==> src/rtl/pmc_pkg.sv <==
// Package for the power-management capability register bank.
// Assumes a 12-bit byte-addressed configuration space with 32-bit words.
`default_nettype none

package pmc_pkg;

	// ************************************************************
	// Bus geometry and register offsets
	// ************************************************************
	localparam int          ADDR_WIDTH      = 12;
	localparam int          DATA_WIDTH      = 32;
	localparam logic [11:0] OFFSET_CAP_HDR  = 12'h070;
	localparam logic [11:0] OFFSET_CTRL_STS = 12'h074;

	// ************************************************************
	// Capability header fields
	// ************************************************************
	localparam int          CAP_ID_LSB       = 0;
	localparam logic [7:0]  CAP_ID_VALUE     = 8'h01;
	localparam int          NEXT_PTR_LSB     = 8;
	localparam logic [7:0]  NEXT_PTR_UP      = 8'h00;
	localparam logic [7:0]  NEXT_PTR_DOWN    = 8'h7C;
	localparam int          VERSION_LSB      = 16;
	localparam logic [2:0]  VERSION_VALUE    = 3'h2;
	localparam int          EVENT_CLOCK_BIT  = 19;
	localparam logic        EVENT_CLOCK_VAL  = 1'b0;
	localparam int          SPECIAL_INIT_BIT = 21;
	localparam logic        SPECIAL_INIT_RST = 1'b0;
	localparam int          AUX_CURRENT_LSB  = 22;
	localparam logic [2:0]  AUX_CURRENT_VAL  = 3'h0;
	localparam int          D1_SUPPORT_BIT   = 25;
	localparam int          D2_SUPPORT_BIT   = 26;
	localparam logic        D1_SUPPORT_VAL   = 1'b0;
	localparam logic        D2_SUPPORT_VAL   = 1'b0;
	localparam int          EVENT_STATES_LSB = 27;
	localparam logic [4:0]  EVENT_STATES_VAL = 5'h19;

	// ************************************************************
	// Control/status fields
	// ************************************************************
	localparam int          POWER_STATE_LSB = 0;
	localparam logic [1:0]  POWER_STATE_RST = 2'h0;

	typedef enum logic [1:0] {
		PMC_STATE_D0     = 2'h0,
		PMC_STATE_D1     = 2'h1,
		PMC_STATE_D2     = 2'h2,
		PMC_STATE_D3_HOT = 2'h3
	} pmc_power_state_type;

	// ************************************************************
	// Register port request
	// ************************************************************
	typedef struct packed {
		logic [ADDR_WIDTH-1:0] addr;
		logic [DATA_WIDTH-1:0] wdata;
		logic                  write;
		logic                  read;
	} pmc_req_type;

endpackage

`default_nettype wire

==> src/rtl/pmc_cap_regs.sv <==
// Power-management capability header and control/status low byte of one switch port.
// Assumes a single-cycle register port from the port's configuration logic, on the same clock.
`default_nettype none

// Contract
// - The capability identifier in bits 7:0 of the header always reads 0x1.
// - On the upstream port the next-capability pointer in bits 15:8 reads 0x0.
// - On the two downstream ports the next-capability pointer reads 0x7C.
// - The version field in bits 18:16 reads 0x2.
// - The event-clock bit 19 is read-only and reads zero.
// - The special-init bit 21 resets to zero and is writable only while the lockable path is open.
// - The auxiliary-current field in bits 24:22 reads zero.
// - The event-support field in bits 31:27 reads binary 11001.
// - Power-management event messages are not forwarded while the port is in D3 cold.
// - The power-state field in bits 1:0 of control/status is read/write, resets to D0, 0x0 is D0 and 0x3 D3 hot.
module pmc_cap_regs #(
	parameter bit UPSTREAM_PORT = 1'b0
) (
	input  wire logic                        clk,
	input  wire logic                        rst,
	input  wire pmc_pkg::pmc_req_type        req,
	output logic [pmc_pkg::DATA_WIDTH-1:0]   rdata,
	input  wire logic                        lock_write_open,
	input  wire logic                        in_d3_cold,
	input  wire logic                        event_in_valid,
	output logic                             event_fwd_valid,
	output pmc_pkg::pmc_power_state_type     power_state,
	output logic                             special_init
);
	import pmc_pkg::*;

	// ************************************************************
	// Decode
	// ************************************************************
	logic                  hit_cap_hdr;
	logic                  hit_ctrl_sts;
	logic [7:0]            next_ptr;
	logic [DATA_WIDTH-1:0] cap_hdr_word;
	logic [DATA_WIDTH-1:0] ctrl_sts_word;
	logic [DATA_WIDTH-1:0] read_mux;
	logic [1:0]            wr_state;

	pmc_power_state_type   power_state_reg;
	logic                  special_init_reg;
	logic [DATA_WIDTH-1:0] rdata_reg;
	logic                  event_fwd_reg;

	// Word-aligned compare; byte offset bits are don't-care
	assign hit_cap_hdr  = (req.addr[ADDR_WIDTH-1:2] == OFFSET_CAP_HDR[ADDR_WIDTH-1:2]);
	assign hit_ctrl_sts = (req.addr[ADDR_WIDTH-1:2] == OFFSET_CTRL_STS[ADDR_WIDTH-1:2]);
	assign wr_state     = req.wdata[POWER_STATE_LSB +: 2];

	assign next_ptr = UPSTREAM_PORT ? NEXT_PTR_UP : NEXT_PTR_DOWN;

	// ************************************************************
	// Read words
	// ************************************************************
	always_comb begin
		cap_hdr_word = '0;
		cap_hdr_word[CAP_ID_LSB +: 8]        = CAP_ID_VALUE;
		cap_hdr_word[NEXT_PTR_LSB +: 8]      = next_ptr;
		cap_hdr_word[VERSION_LSB +: 3]       = VERSION_VALUE;
		cap_hdr_word[EVENT_CLOCK_BIT]        = EVENT_CLOCK_VAL;
		cap_hdr_word[SPECIAL_INIT_BIT]       = special_init_reg;
		cap_hdr_word[AUX_CURRENT_LSB +: 3]   = AUX_CURRENT_VAL;
		cap_hdr_word[D1_SUPPORT_BIT]         = D1_SUPPORT_VAL;
		cap_hdr_word[D2_SUPPORT_BIT]         = D2_SUPPORT_VAL;
		cap_hdr_word[EVENT_STATES_LSB +: 5]  = EVENT_STATES_VAL;
	end

	always_comb begin
		ctrl_sts_word = '0;
		ctrl_sts_word[POWER_STATE_LSB +: 2] = power_state_reg;
	end

	always_comb begin
		if (hit_cap_hdr) begin
			read_mux = cap_hdr_word;
		end else if (hit_ctrl_sts) begin
			read_mux = ctrl_sts_word;
		end else begin
			read_mux = '0;
		end
	end

	// ************************************************************
	// Read data: valid only in the cycle after the strobe
	// ************************************************************
	always_ff @(posedge clk) begin
		if (rst) begin
			rdata_reg <= '0;
		end else if (req.read) begin
			rdata_reg <= read_mux;
		end else begin
			rdata_reg <= '0;
		end
	end

	// ************************************************************
	// Power state
	// ************************************************************
	// Writes of the unsupported D1 and D2 codes are dropped so the port never sits in a state it cannot honour
	always_ff @(posedge clk) begin
		if (rst) begin
			power_state_reg <= pmc_power_state_type'(POWER_STATE_RST);
		end else if (req.write && hit_ctrl_sts) begin
			case (wr_state)
				PMC_STATE_D0:     power_state_reg <= PMC_STATE_D0;
				PMC_STATE_D3_HOT: power_state_reg <= PMC_STATE_D3_HOT;
				default:          power_state_reg <= power_state_reg;
			endcase
		end
	end

	// ************************************************************
	// Lockable special-init bit
	// ************************************************************
	always_ff @(posedge clk) begin
		if (rst) begin
			special_init_reg <= SPECIAL_INIT_RST;
		end else if (req.write && hit_cap_hdr && lock_write_open) begin
			special_init_reg <= req.wdata[SPECIAL_INIT_BIT];
		end
	end

	// ************************************************************
	// Event forwarding
	// ************************************************************
	// Registered so the cut-off in D3 cold is clean at the output
	always_ff @(posedge clk) begin
		if (rst) begin
			event_fwd_reg <= 1'b0;
		end else begin
			event_fwd_reg <= event_in_valid && !in_d3_cold;
		end
	end

	assign rdata           = rdata_reg;
	assign event_fwd_valid = event_fwd_reg;
	assign power_state     = power_state_reg;
	assign special_init    = special_init_reg;

endmodule

`default_nettype wire

==> config.mk <==
export PLATFORM = sky130hd
export DESIGN_NAME = pmc_cap_regs
export DESIGN_NICKNAME = d
export VERILOG_FILES = /design/src/rtl/pmc_pkg.sv /design/src/rtl/pmc_cap_regs.sv
export SDC_FILE = /design/constraint.sdc
export NUM_CORES = 1
export LEC_CHECK = 0
export ABC_AREA = 1
export BUFFER_PORTS_ARGS = -buffer_cell sky130_fd_sc_hd__buf_2
export CELL_PAD_IN_SITES_DETAIL_PLACEMENT = 0
export CELL_PAD_IN_SITES_GLOBAL_PLACEMENT = 2
export CORE_ASPECT_RATIO = 1.25
export CORE_UTILIZATION = 12
export CTS_BUF_LIST = sky130_fd_sc_hd__clkbuf_8
export DETAILED_ROUTE_END_ITERATION = 8
export PLACE_DENSITY = 0.8
export SYNTH_ARGS = -nofsm -noshare
export SYNTH_HDL_FRONTEND = slang
export SYNTH_SLANG_ARGS = --single-unit
==> constraint.sdc <==
create_clock -name clk -period 1.11 [get_ports clk]
set_input_delay 0.1665 -clock clk [delete_from_list [all_inputs] [get_ports clk]]
set_output_delay 0.1665 -clock clk [all_outputs]
set_load 0.01 [all_outputs]
==> out/metrics.yaml, run 1 <==
clock_tree:
  numCtsBuffers: 3
  cts_setup_buffers: 0
  cts_sinks: 7
  cts_tree: "done"
  cts_resized: 0
  cts_root_buf: "clkbuf_8"
  cts.htree.levels: 1
  holdBufCountCts: 0
  clk_latency_ns: 0.23
  cts_buffer_depth: 2
  cts.clk_slew.worst_paths_ns: 0.04
timing:
  finalHoldViolations: 0
  final-setup-viol-count: 0
  max_freq_ghz: 1.03
  drv_slew: 0
  fin_crit_sh: 0.874
  rsz0062_at_grt: "false"
  period_minus_slack_ns: 0.971
  tns_ns: 0
  finalClockSkew_ns: 0.000871
synth:
  syn_area_sq_um: 598
  synth_top_cell_area_share: 0.364
  synthCells: 91
  synth_area_leaders: "buf_4, dfxtp_1, inv_1"
  synth.ff_latch_count: 7
  ys_types: 12
  yosys_warnings: 0
  syn_area_per_cell_sq_um: 6.57
  seq_area_frac_synth: 0.234
  yosys.area.top_type: "buf_4"
die:
  fp.dieW_um: 65.1
  start_util: 0.126
  rows: 28
  coreArea_sq_mm: 0.00476
  pin_count: 87
  dieArea_sq_mm: 0.00527
  die-height_um: 80.9
finish:
  final_common_cell: "buf_2"
  drive_above_1_share: 0.367
  layout_common_cells: "buf_2, conb_1, inv_1, nor2_1, nand2_1"
  diodes: 0
  largest_reg_flops: 4
  nets: 173
  post-route-cell-area_sq_um: 748
  final_core_util: 0.157
  synthToLayoutAreaGrowth_pct: 25.1
  fillCellCount: 570
pwr:
  totalPowerFinal_w: 0.000730
  p_leak_nw: 0.460
  power_density_mw_per_mm2: 975
  ir_drop_mv: 0.271
setup_path:
  cpLargestDelayFamily: "flip-flops"
  critPathMaxStageDelay_ns: 0.41
  rr_startpoint: "power_state[0]$_SDFFE_PP0P_"
  crit_path_end_kind: "output port"
  timing.critical_path.slowest_stage_cell: "dfxtp_1"
  cp_max_fo: 9
  setup.worst_path.start: "rdata[30]$_SDFF_PP0_"
  required_ns: 0.94
  worst-endpoint-arrival_ns: 0.80
  worstSetupPathType: "reg2out"
  worst_setup_path_start_kind: "register"
  cp_cell_sequence: "buf_2"
  critPathBufInv: 1
global_route:
  grt_first_pass_wirelength_mm: 1.64
  grt_antenna_before_repair: 0
  grt_pass1_vias: 359
  top_usage_layer: "met1"
  met1_usage: 0.0607
  grtUsageMet2: 0.0542
  grtUsageTotal: 0.0446
  grt_overflow: 0
  gr-usage-met3: 0.0140
  grt_max_degree: 10
route:
  first_pass_iters: 4
  finalWirelength_mm: 1.13
  ant_nets: 0
  via_count: 503
  drtIter0Drc: 14
  drc_errors: 0
  wl_per_cell_um: 6.27
  via_per_inst: 2.79
hold_path:
  min_path_type: "in2reg"
  min_from: "in_d3_cold"
placed_design:
  routabilityCongestion: 0.710
  place_area_sq_um: 702
  place.port_buffers: 35
  dp_hpwl_mm: 1.01
outcome:
  status: "finished clean"
run:
  drv_cap: 0
==> logic make-up (layout without fill, tap and decap cells) <==
family | after synthesis | in the layout | share of synthesized area
DFF | 7 | 7 | 0.234
adders and majority gates | 1 | 1 | 0.0209
AOI/OAI and AO/OA | 1 | 1 | 0.00836
buffers and inverters | 46 | 56 | 0.471
and+or+nand+nor | 35 | 35 | 0.259
other | 1 | 20 | 0.00627
==> Yosys cell counts, drive strengths merged <==
cell type,count
ha,1
dfxtp,7
nand3,3
nand2,11
conb,1
inv,17
buf,29
o21ai,1
nor2,19
nand4,2
==> worst paths after layout <==
path	to	cells past startpoint	slack [ns]
setup / recovery	rdata[13]	1	0.14
hold / removal	event_fwd_valid$_SDFF_PP0_	2	0.09
setup reg to reg	rdata[0]$_SDFF_PP0_	2	0.41
hold reg to reg	rdata[21]$_SDFF_PP0_	2	0.45
==> layer usage <==
layer  share of wire  up-vias  wire (um)
li1                -      274          -
met1            0.47      189        530
met2            0.42       40        477
met3            0.11        0        120
met4               0        0          0
met5               0        -          0
==> metrics by stage <==
step           instances  setup WS (ns)  hold WS, ns
6_report             180          0.139       0.0892
5_1_grt              180         0.0619       0.0869
4_1_cts              180          0.117       0.0819
3_5_place_dp         176         0.0555        0.328
3_3_place_gp         176         0.0594        0.323
2_1_floorplan        110          0.230        0.238
==> final cells by class <==
type	count	area, sq um	area share
clock buffers	3	41.3	0.0552
repair buffers	35	175	0.234
inverters	17	63.8	0.0853
clock inverters	1	5.00	0.00669
multi-input cells	57	248	0.331
flip-flops and latches	7	140	0.187
well taps	60	75.1	0.100
==> power by group <==
| part | internal [W] | switching (W) |
|---|---|---|
| sequential | 0.000254 | 0.000000260 |
| clock | 0.000244 | 0.000123 |
| combinational | 0.0000379 | 0.0000709 |
| total | 0.000536 | 0.000194 |
Note: power is estimated with default switching activity, not from simulation.
==> run 2: changes to the inputs <==
--- a/config.mk
+++ b/config.mk
@@ -11,8 +11,8 @@
 export CELL_PAD_IN_SITES_GLOBAL_PLACEMENT = 2
 export CORE_ASPECT_RATIO = 1.25
-export CORE_UTILIZATION = 12
+export CORE_UTILIZATION = 13
 export CTS_BUF_LIST = sky130_fd_sc_hd__clkbuf_8
 export DETAILED_ROUTE_END_ITERATION = 8
-export PLACE_DENSITY = 0.8
+export PLACE_DENSITY = 0.85
 export SYNTH_ARGS = -nofsm -noshare
 export SYNTH_HDL_FRONTEND = slang
==> constraint.sdc (replaced) <==
create_clock -name clk -period 1.2 [get_ports clk]
set_input_delay 0.12 -clock clk [delete_from_list [all_inputs] [get_ports clk]]
set_output_delay 0.12 -clock clk [all_outputs]
set_load 0.01 [all_outputs]
==> run 2 against run 1 <==
  * Die area is 7.5% lower
  * Largest cell class unchanged
  * Routed wire length is 5.1% lower
  * Critical path type unchanged
  * Global-route usage up 0.33 points
  * Highest routed layer unchanged
  * Sequential share of layout area grew 0.063 points
  * Worst setup slack gained 0.14 ns
  * Utilization up 1.1 points
  * Register-to-register slack improved by 0.12 ns
  * Final area decreased by 0.33%
==> out/metrics.yaml, run 2 (synthesized netlist as in run 1, its figures left out) <==
setup_path:
  critPathBufInv: 1
  worstReg2RegEnd: "rdata[0]$_SDFF_PP0_"
  worst-endpoint-arrival_ns: 0.80
  timing.critical_path.slowest_stage_cell: "dfxtp_1"
  cp_cell_sequence: "buf_2"
  worstSetupPathType: "reg2out"
  critPathMaxStageDelay_ns: 0.41
  ff2ff_setup_slack_ns: 0.53
  crit_path_end_kind: "output port"
  r2r_cells: 2
  required_ns: 1.08
  cpLargestDelayFamily: "flip-flops"
  rr_startpoint: "power_state[0]$_SDFFE_PP0P_"
  worst_setup_path_start_kind: "register"
  cp_max_fo: 9
timing:
  drv_slew: 0
  final-setup-viol-count: 0
  tns_ns: 0
  whs_ns: 0.0452
  rsz0062_at_grt: "false"
  finalHoldViolations: 0
  period_minus_slack_ns: 0.920
  finalClockSkew_ns: 0.000427
  max_freq_ghz: 1.09
  fin_crit_sh: 0.767
pwr:
  swShare: 0.252
  internal-power_w: 0.000495
  pwr-share-seq: 0.356
  power.switching_w: 0.000167
  ir_drop_mv: 0.239
  p_leak_nw: 0.460
  pwr-share-clk: 0.494
  power_density_mw_per_mm2: 887
  p_comb_frac: 0.150
clock_tree:
  cts.clk_slew.worst_paths_ns: 0.04
  numCtsBuffers: 3
  cts.htree.levels: 1
  cts_root_buf: "clkbuf_8"
  cts_resized: 0
  cts_sinks: 7
  cts_setup_buffers: 0
  cts_buffer_depth: 2
  cts_tree: "done"
  clk_latency_ns: 0.22
  holdBufCountCts: 0
die:
  dieArea_sq_mm: 0.00488
  coreArea_sq_mm: 0.00443
  rows: 27
  pin_count: 87
  fp.dieW_um: 62.7
  start_util: 0.135
  die-height_um: 77.8
finish:
  nets: 173
  drive_above_1_share: 0.367
  synthToLayoutAreaGrowth_pct: 24.7
  fillCellCount: 506
  post-route-cell-area_sq_um: 746
  final_common_cell: "buf_2"
  multi_input_area_sq_um: 248
  largest_reg_flops: 4
  ff_latch_area_sq_um: 140
  diodes: 0
  layout_common_cells: "buf_2, conb_1, inv_1, nor2_1, nand2_1"
route:
  first_pass_iters: 4
  ant_nets: 0
  drtIter0Drc: 10
  finalWirelength_mm: 1.07
  wl_per_cell_um: 6.02
  via_per_inst: 2.81
  via_count: 501
  drc_errors: 0
global_route:
  grtUsageTotal: 0.0479
  grt_overflow: 0
  grt_first_pass_wirelength_mm: 1.77
  grt_antenna_before_repair: 0
  grt_pass1_vias: 411
  grt_max_degree: 10
run:
  drv_cap: 0
placed_design:
  place.port_buffers: 35
  place_area_sq_um: 699
  routabilityCongestion: 0.695
hold_path:
  hold_path_end: "event_fwd_valid$_SDFF_PP0_"
  whs_path_depth: 2
  min_from: "in_d3_cold"
  min_path_type: "in2reg"
outcome:
  status: "finished clean"
[run 2: through the flow]
| step | worst slack [ns] | utilization | instances | total power [W] |
|---|---|---|---|---|
| after CTS | 0.259 | 0.169 | 178 | 0.000681 |
| after floorplan | 0.366 | - | 110 | 0.000347 |
| after global placement | 0.218 | 0.158 | 174 | 0.000339 |
| after detailed placement | 0.207 | 0.158 | 174 | 0.000339 |
| final | 0.280 | 0.169 | 178 | 0.000661 |
| after global routing | 0.208 | 0.169 | 178 | 0.000717 |
[run 2: metal layers]
metal | GRT usage | share of wire | vias to the layer above
li1 | - | - | 274
met1 | 0.0605 | 0.47 | 185
met2 | 0.0663 | 0.40 | 42
met3 | 0.0250 | 0.14 | 0
met4 | 0.0209 | 0 | 0
met5 | 0 | 0 | -
[run 2: final cells by class]
cell class,count,area share
inverter,17,0.0856
clock inverter,1,0.00671
tap,58,0.0973
sequential,7,0.188
clock buffer,3,0.0554
timing repair buffer,35,0.235
multi-input combinational,57,0.332
[run 2: worst max-delay path by stage]
stage / from / endpoint / slack (ns) / depth (start not counted)
finish: rdata[30]$_SDFF_PP0_ / rdata[14] / 0.28 / 1
global placement: req[2] / power_state[0]$_SDFFE_PP0P_ / 0.22 / 7
CTS: rdata[30]$_SDFF_PP0_ / rdata[10] / 0.26 / 1
floorplan: req[2] / power_state[0]$_SDFFE_PP0P_ / 0.37 / 6
global route: rdata[30]$_SDFF_PP0_ / rdata[12] / 0.21 / 1
detailed placement: req[2] / power_state[0]$_SDFFE_PP0P_ / 0.21 / 7
[run 2: power by group through the flow]
| stage | registers [W] | clock network [W] | logic (W) |
|---|---|---|---|
| finish | 0.000235 | 0.000327 | 0.0000995 |
| global placement | 0.000239 | 0 | 0.0000999 |
| CTS | 0.000235 | 0.000345 | 0.000101 |
| detailed placement | 0.000239 | 0 | 0.000100 |
| floorplan | 0.000240 | 0 | 0.000107 |
| global route | 0.000235 | 0.000367 | 0.000115 |
==> run 3: changes to the inputs <==
CORE_UTILIZATION = 12   (was 13)
PLACE_DENSITY = 0.8   (was 0.85)
clock period = 0.9 ns   (was 1.2 ns; I/O delays follow)
==> run 3 against run 2 <==
  * First-iteration DRC count rose by 40%
  * Clock skew about the same
  * Final area grew 0.67%
  * Critical path type unchanged
  * Die area rose by 8.1%
  * Clock-buffer cell count is the same
  * Combinational power rose by 35%
  * Routed wire length increased by 5.3%
  * Total power grew 36%
  * Cell count up 1.1%
  * Via count increased by 0.40%
  * Clock power increased by 38%
==> out/metrics.yaml, run 3 (synthesized netlist as in run 1, its figures left out) <==
route:
  ant_nets: 0
  wl_per_cell_um: 6.27
  drc_errors: 0
  via_count: 503
  finalWirelength_mm: 1.13
  drtIter0Drc: 14
  first_pass_iters: 4
  via_per_inst: 2.79
setup_path:
  timing.critical_path.slowest_stage_cell: "dfxtp_2"
  worst_setup_path_start_kind: "register"
  cpLargestDelayFamily: "flip-flops"
  cp_max_fo: 9
  ff2ff_setup_slack_ns: 0.24
  r2r_cells: 2
  critPathBufInv: 1
  cp_cell_sequence: "buf_2"
  critPathMaxStageDelay_ns: 0.37
  crit_path_end_kind: "output port"
  worstSetupPathType: "reg2out"
  required_ns: 0.81
  rr_startpoint: "power_state[0]$_SDFFE_PP0P_"
  worstReg2RegEnd: "rdata[0]$_SDFF_PP0_"
  worst-endpoint-arrival_ns: 0.74
pwr:
  internal-power_w: 0.000661
  ir_drop_mv: 0.334
  power.switching_w: 0.000239
  power_density_mw_per_mm2: 1200
  pwr-share-clk: 0.503
  p_comb_frac: 0.149
  swShare: 0.266
  p_leak_nw: 0.461
  pwr-share-seq: 0.348
die:
  die-height_um: 80.9
  pin_count: 87
  dieArea_sq_mm: 0.00527
  coreArea_sq_mm: 0.00476
  start_util: 0.126
  rows: 28
  fp.dieW_um: 65.1
finish:
  post-route-cell-area_sq_um: 751
  diodes: 0
  final_common_cell: "buf_2"
  largest_reg_flops: 4
  drive_above_1_share: 0.383
  layout_common_cells: "buf_2, conb_1, inv_1, nor2_1, nand2_1"
  fillCellCount: 570
  multi_input_area_sq_um: 248
  ff_latch_area_sq_um: 143
  nets: 173
  synthToLayoutAreaGrowth_pct: 25.5
clock_tree:
  cts_sinks: 7
  cts_buffer_depth: 2
  cts_setup_buffers: 0
  cts_tree: "done"
  clk_latency_ns: 0.23
  cts.htree.levels: 1
  cts.clk_slew.worst_paths_ns: 0.04
  cts_root_buf: "clkbuf_8"
  numCtsBuffers: 3
timing:
  period_minus_slack_ns: 0.827
  whs_ns: 0.0127
  finalClockSkew_ns: 0.000871
  drv_slew: 0
  tns_ns: 0
  fin_crit_sh: 0.919
  max_freq_ghz: 1.21
  finalHoldViolations: 0
  final-setup-viol-count: 0
  rsz0062_at_grt: "false"
global_route:
  grtUsageTotal: 0.0446
  grt_first_pass_wirelength_mm: 1.64
  grt_max_degree: 10
  grt_overflow: 0
  grt_pass1_vias: 359
  grt_antenna_before_repair: 0
placed_design:
  routabilityCongestion: 0.710
  place_area_sq_um: 702
  dp_hpwl_mm: 1.01
  place.port_buffers: 35
hold_path:
  min_from: "in_d3_cold"
  whs_path_depth: 2
  min_path_type: "in2reg"
  hold_path_end: "event_fwd_valid$_SDFF_PP0_"
outcome:
  status: "finished clean"
run:
  drv_cap: 0
-- run 3: cell counts in the layout (fill, tap and decap cells not counted) --
Identical to the previous run, type by type.
-- run 3: per-stage QoR --
| stage | setup WS (ns) | std cells | total power, W | util |
|---|---|---|---|---|
| 6_report | 0.0732 | 180 | 0.000900 | 0.158 |
| 5_1_grt | 0.0171 | 180 | 0.000964 | 0.158 |
| 4_1_cts | 0.0273 | 180 | 0.000928 | 0.157 |
| 3_5_place_dp | -0.0780 | 176 | 0.000454 | 0.147 |
| 3_3_place_gp | -0.0741 | 176 | 0.000453 | 0.147 |
| 2_1_floorplan | 0.0960 | 110 | 0.000463 | - |
-- run 3: worst reg2reg max path: cells and delay by family (launching register included) --
| family | cells | cell delay (ns) |
|---|---|---|
| DFF | 1 | 0.34 |
| AOI/OAI and AO/OA | 1 | 0.17 |
| and+or+nand+nor | 1 | 0.07 |
-- run 3: worst max-delay path by stage --
stage / startpoint / endpoint / slack (ns) / depth (start not counted)
global placement: req[2] / power_state[0]$_SDFFE_PP0P_ / -0.07 / 7
global route: rdata[30]$_SDFF_PP0_ / rdata[14] / 0.02 / 1
floorplan: req[2] / power_state[0]$_SDFFE_PP0P_ / 0.1 / 6
finish: rdata[30]$_SDFF_PP0_ / rdata[13] / 0.07 / 1
CTS: power_state[0]$_SDFFE_PP0P_ / power_state[1] / 0.03 / 1
detailed placement: req[2] / power_state[0]$_SDFFE_PP0P_ / -0.08 / 7
-- run 3: power by group through the flow --
stage	Clock (W)	Sequential, W	Combinational, W
after CTS	0.000480	0.000313	0.000136
after detailed placement	0	0.000319	0.000135
after global routing	0.000496	0.000313	0.000155
after global placement	0	0.000319	0.000134
after floorplan	0	0.000320	0.000143
final	0.000452	0.000313	0.000134
-- run 3: repair_timing --
item                                    in CTS  in global routing
hold buffers                                 0                  0
gates resized for setup                      1                  1
pin swaps                                    0                  0
endpoints found under the setup margin       9                  2
-- run 3: cell type report --
class	instances	share of cell area
inverter	17	0.0850
timing repair buffer	35	0.233
tap	60	0.100
clock inverter	1	0.00667
clock buffer	3	0.0550
sequential	7	0.190
multi-input combinational	57	0.330
-- run 3: layer usage --
| metal | vias up | track usage | routed length (um) |
|---|---|---|---|
| li1 | 274 | - | - |
| met4 | 0 | 0.0391 | 0 |
| met3 | 0 | 0.0140 | 120 |
| met2 | 40 | 0.0542 | 477 |
| met1 | 189 | 0.0607 | 530 |
| met5 | - | 0 | 0 |
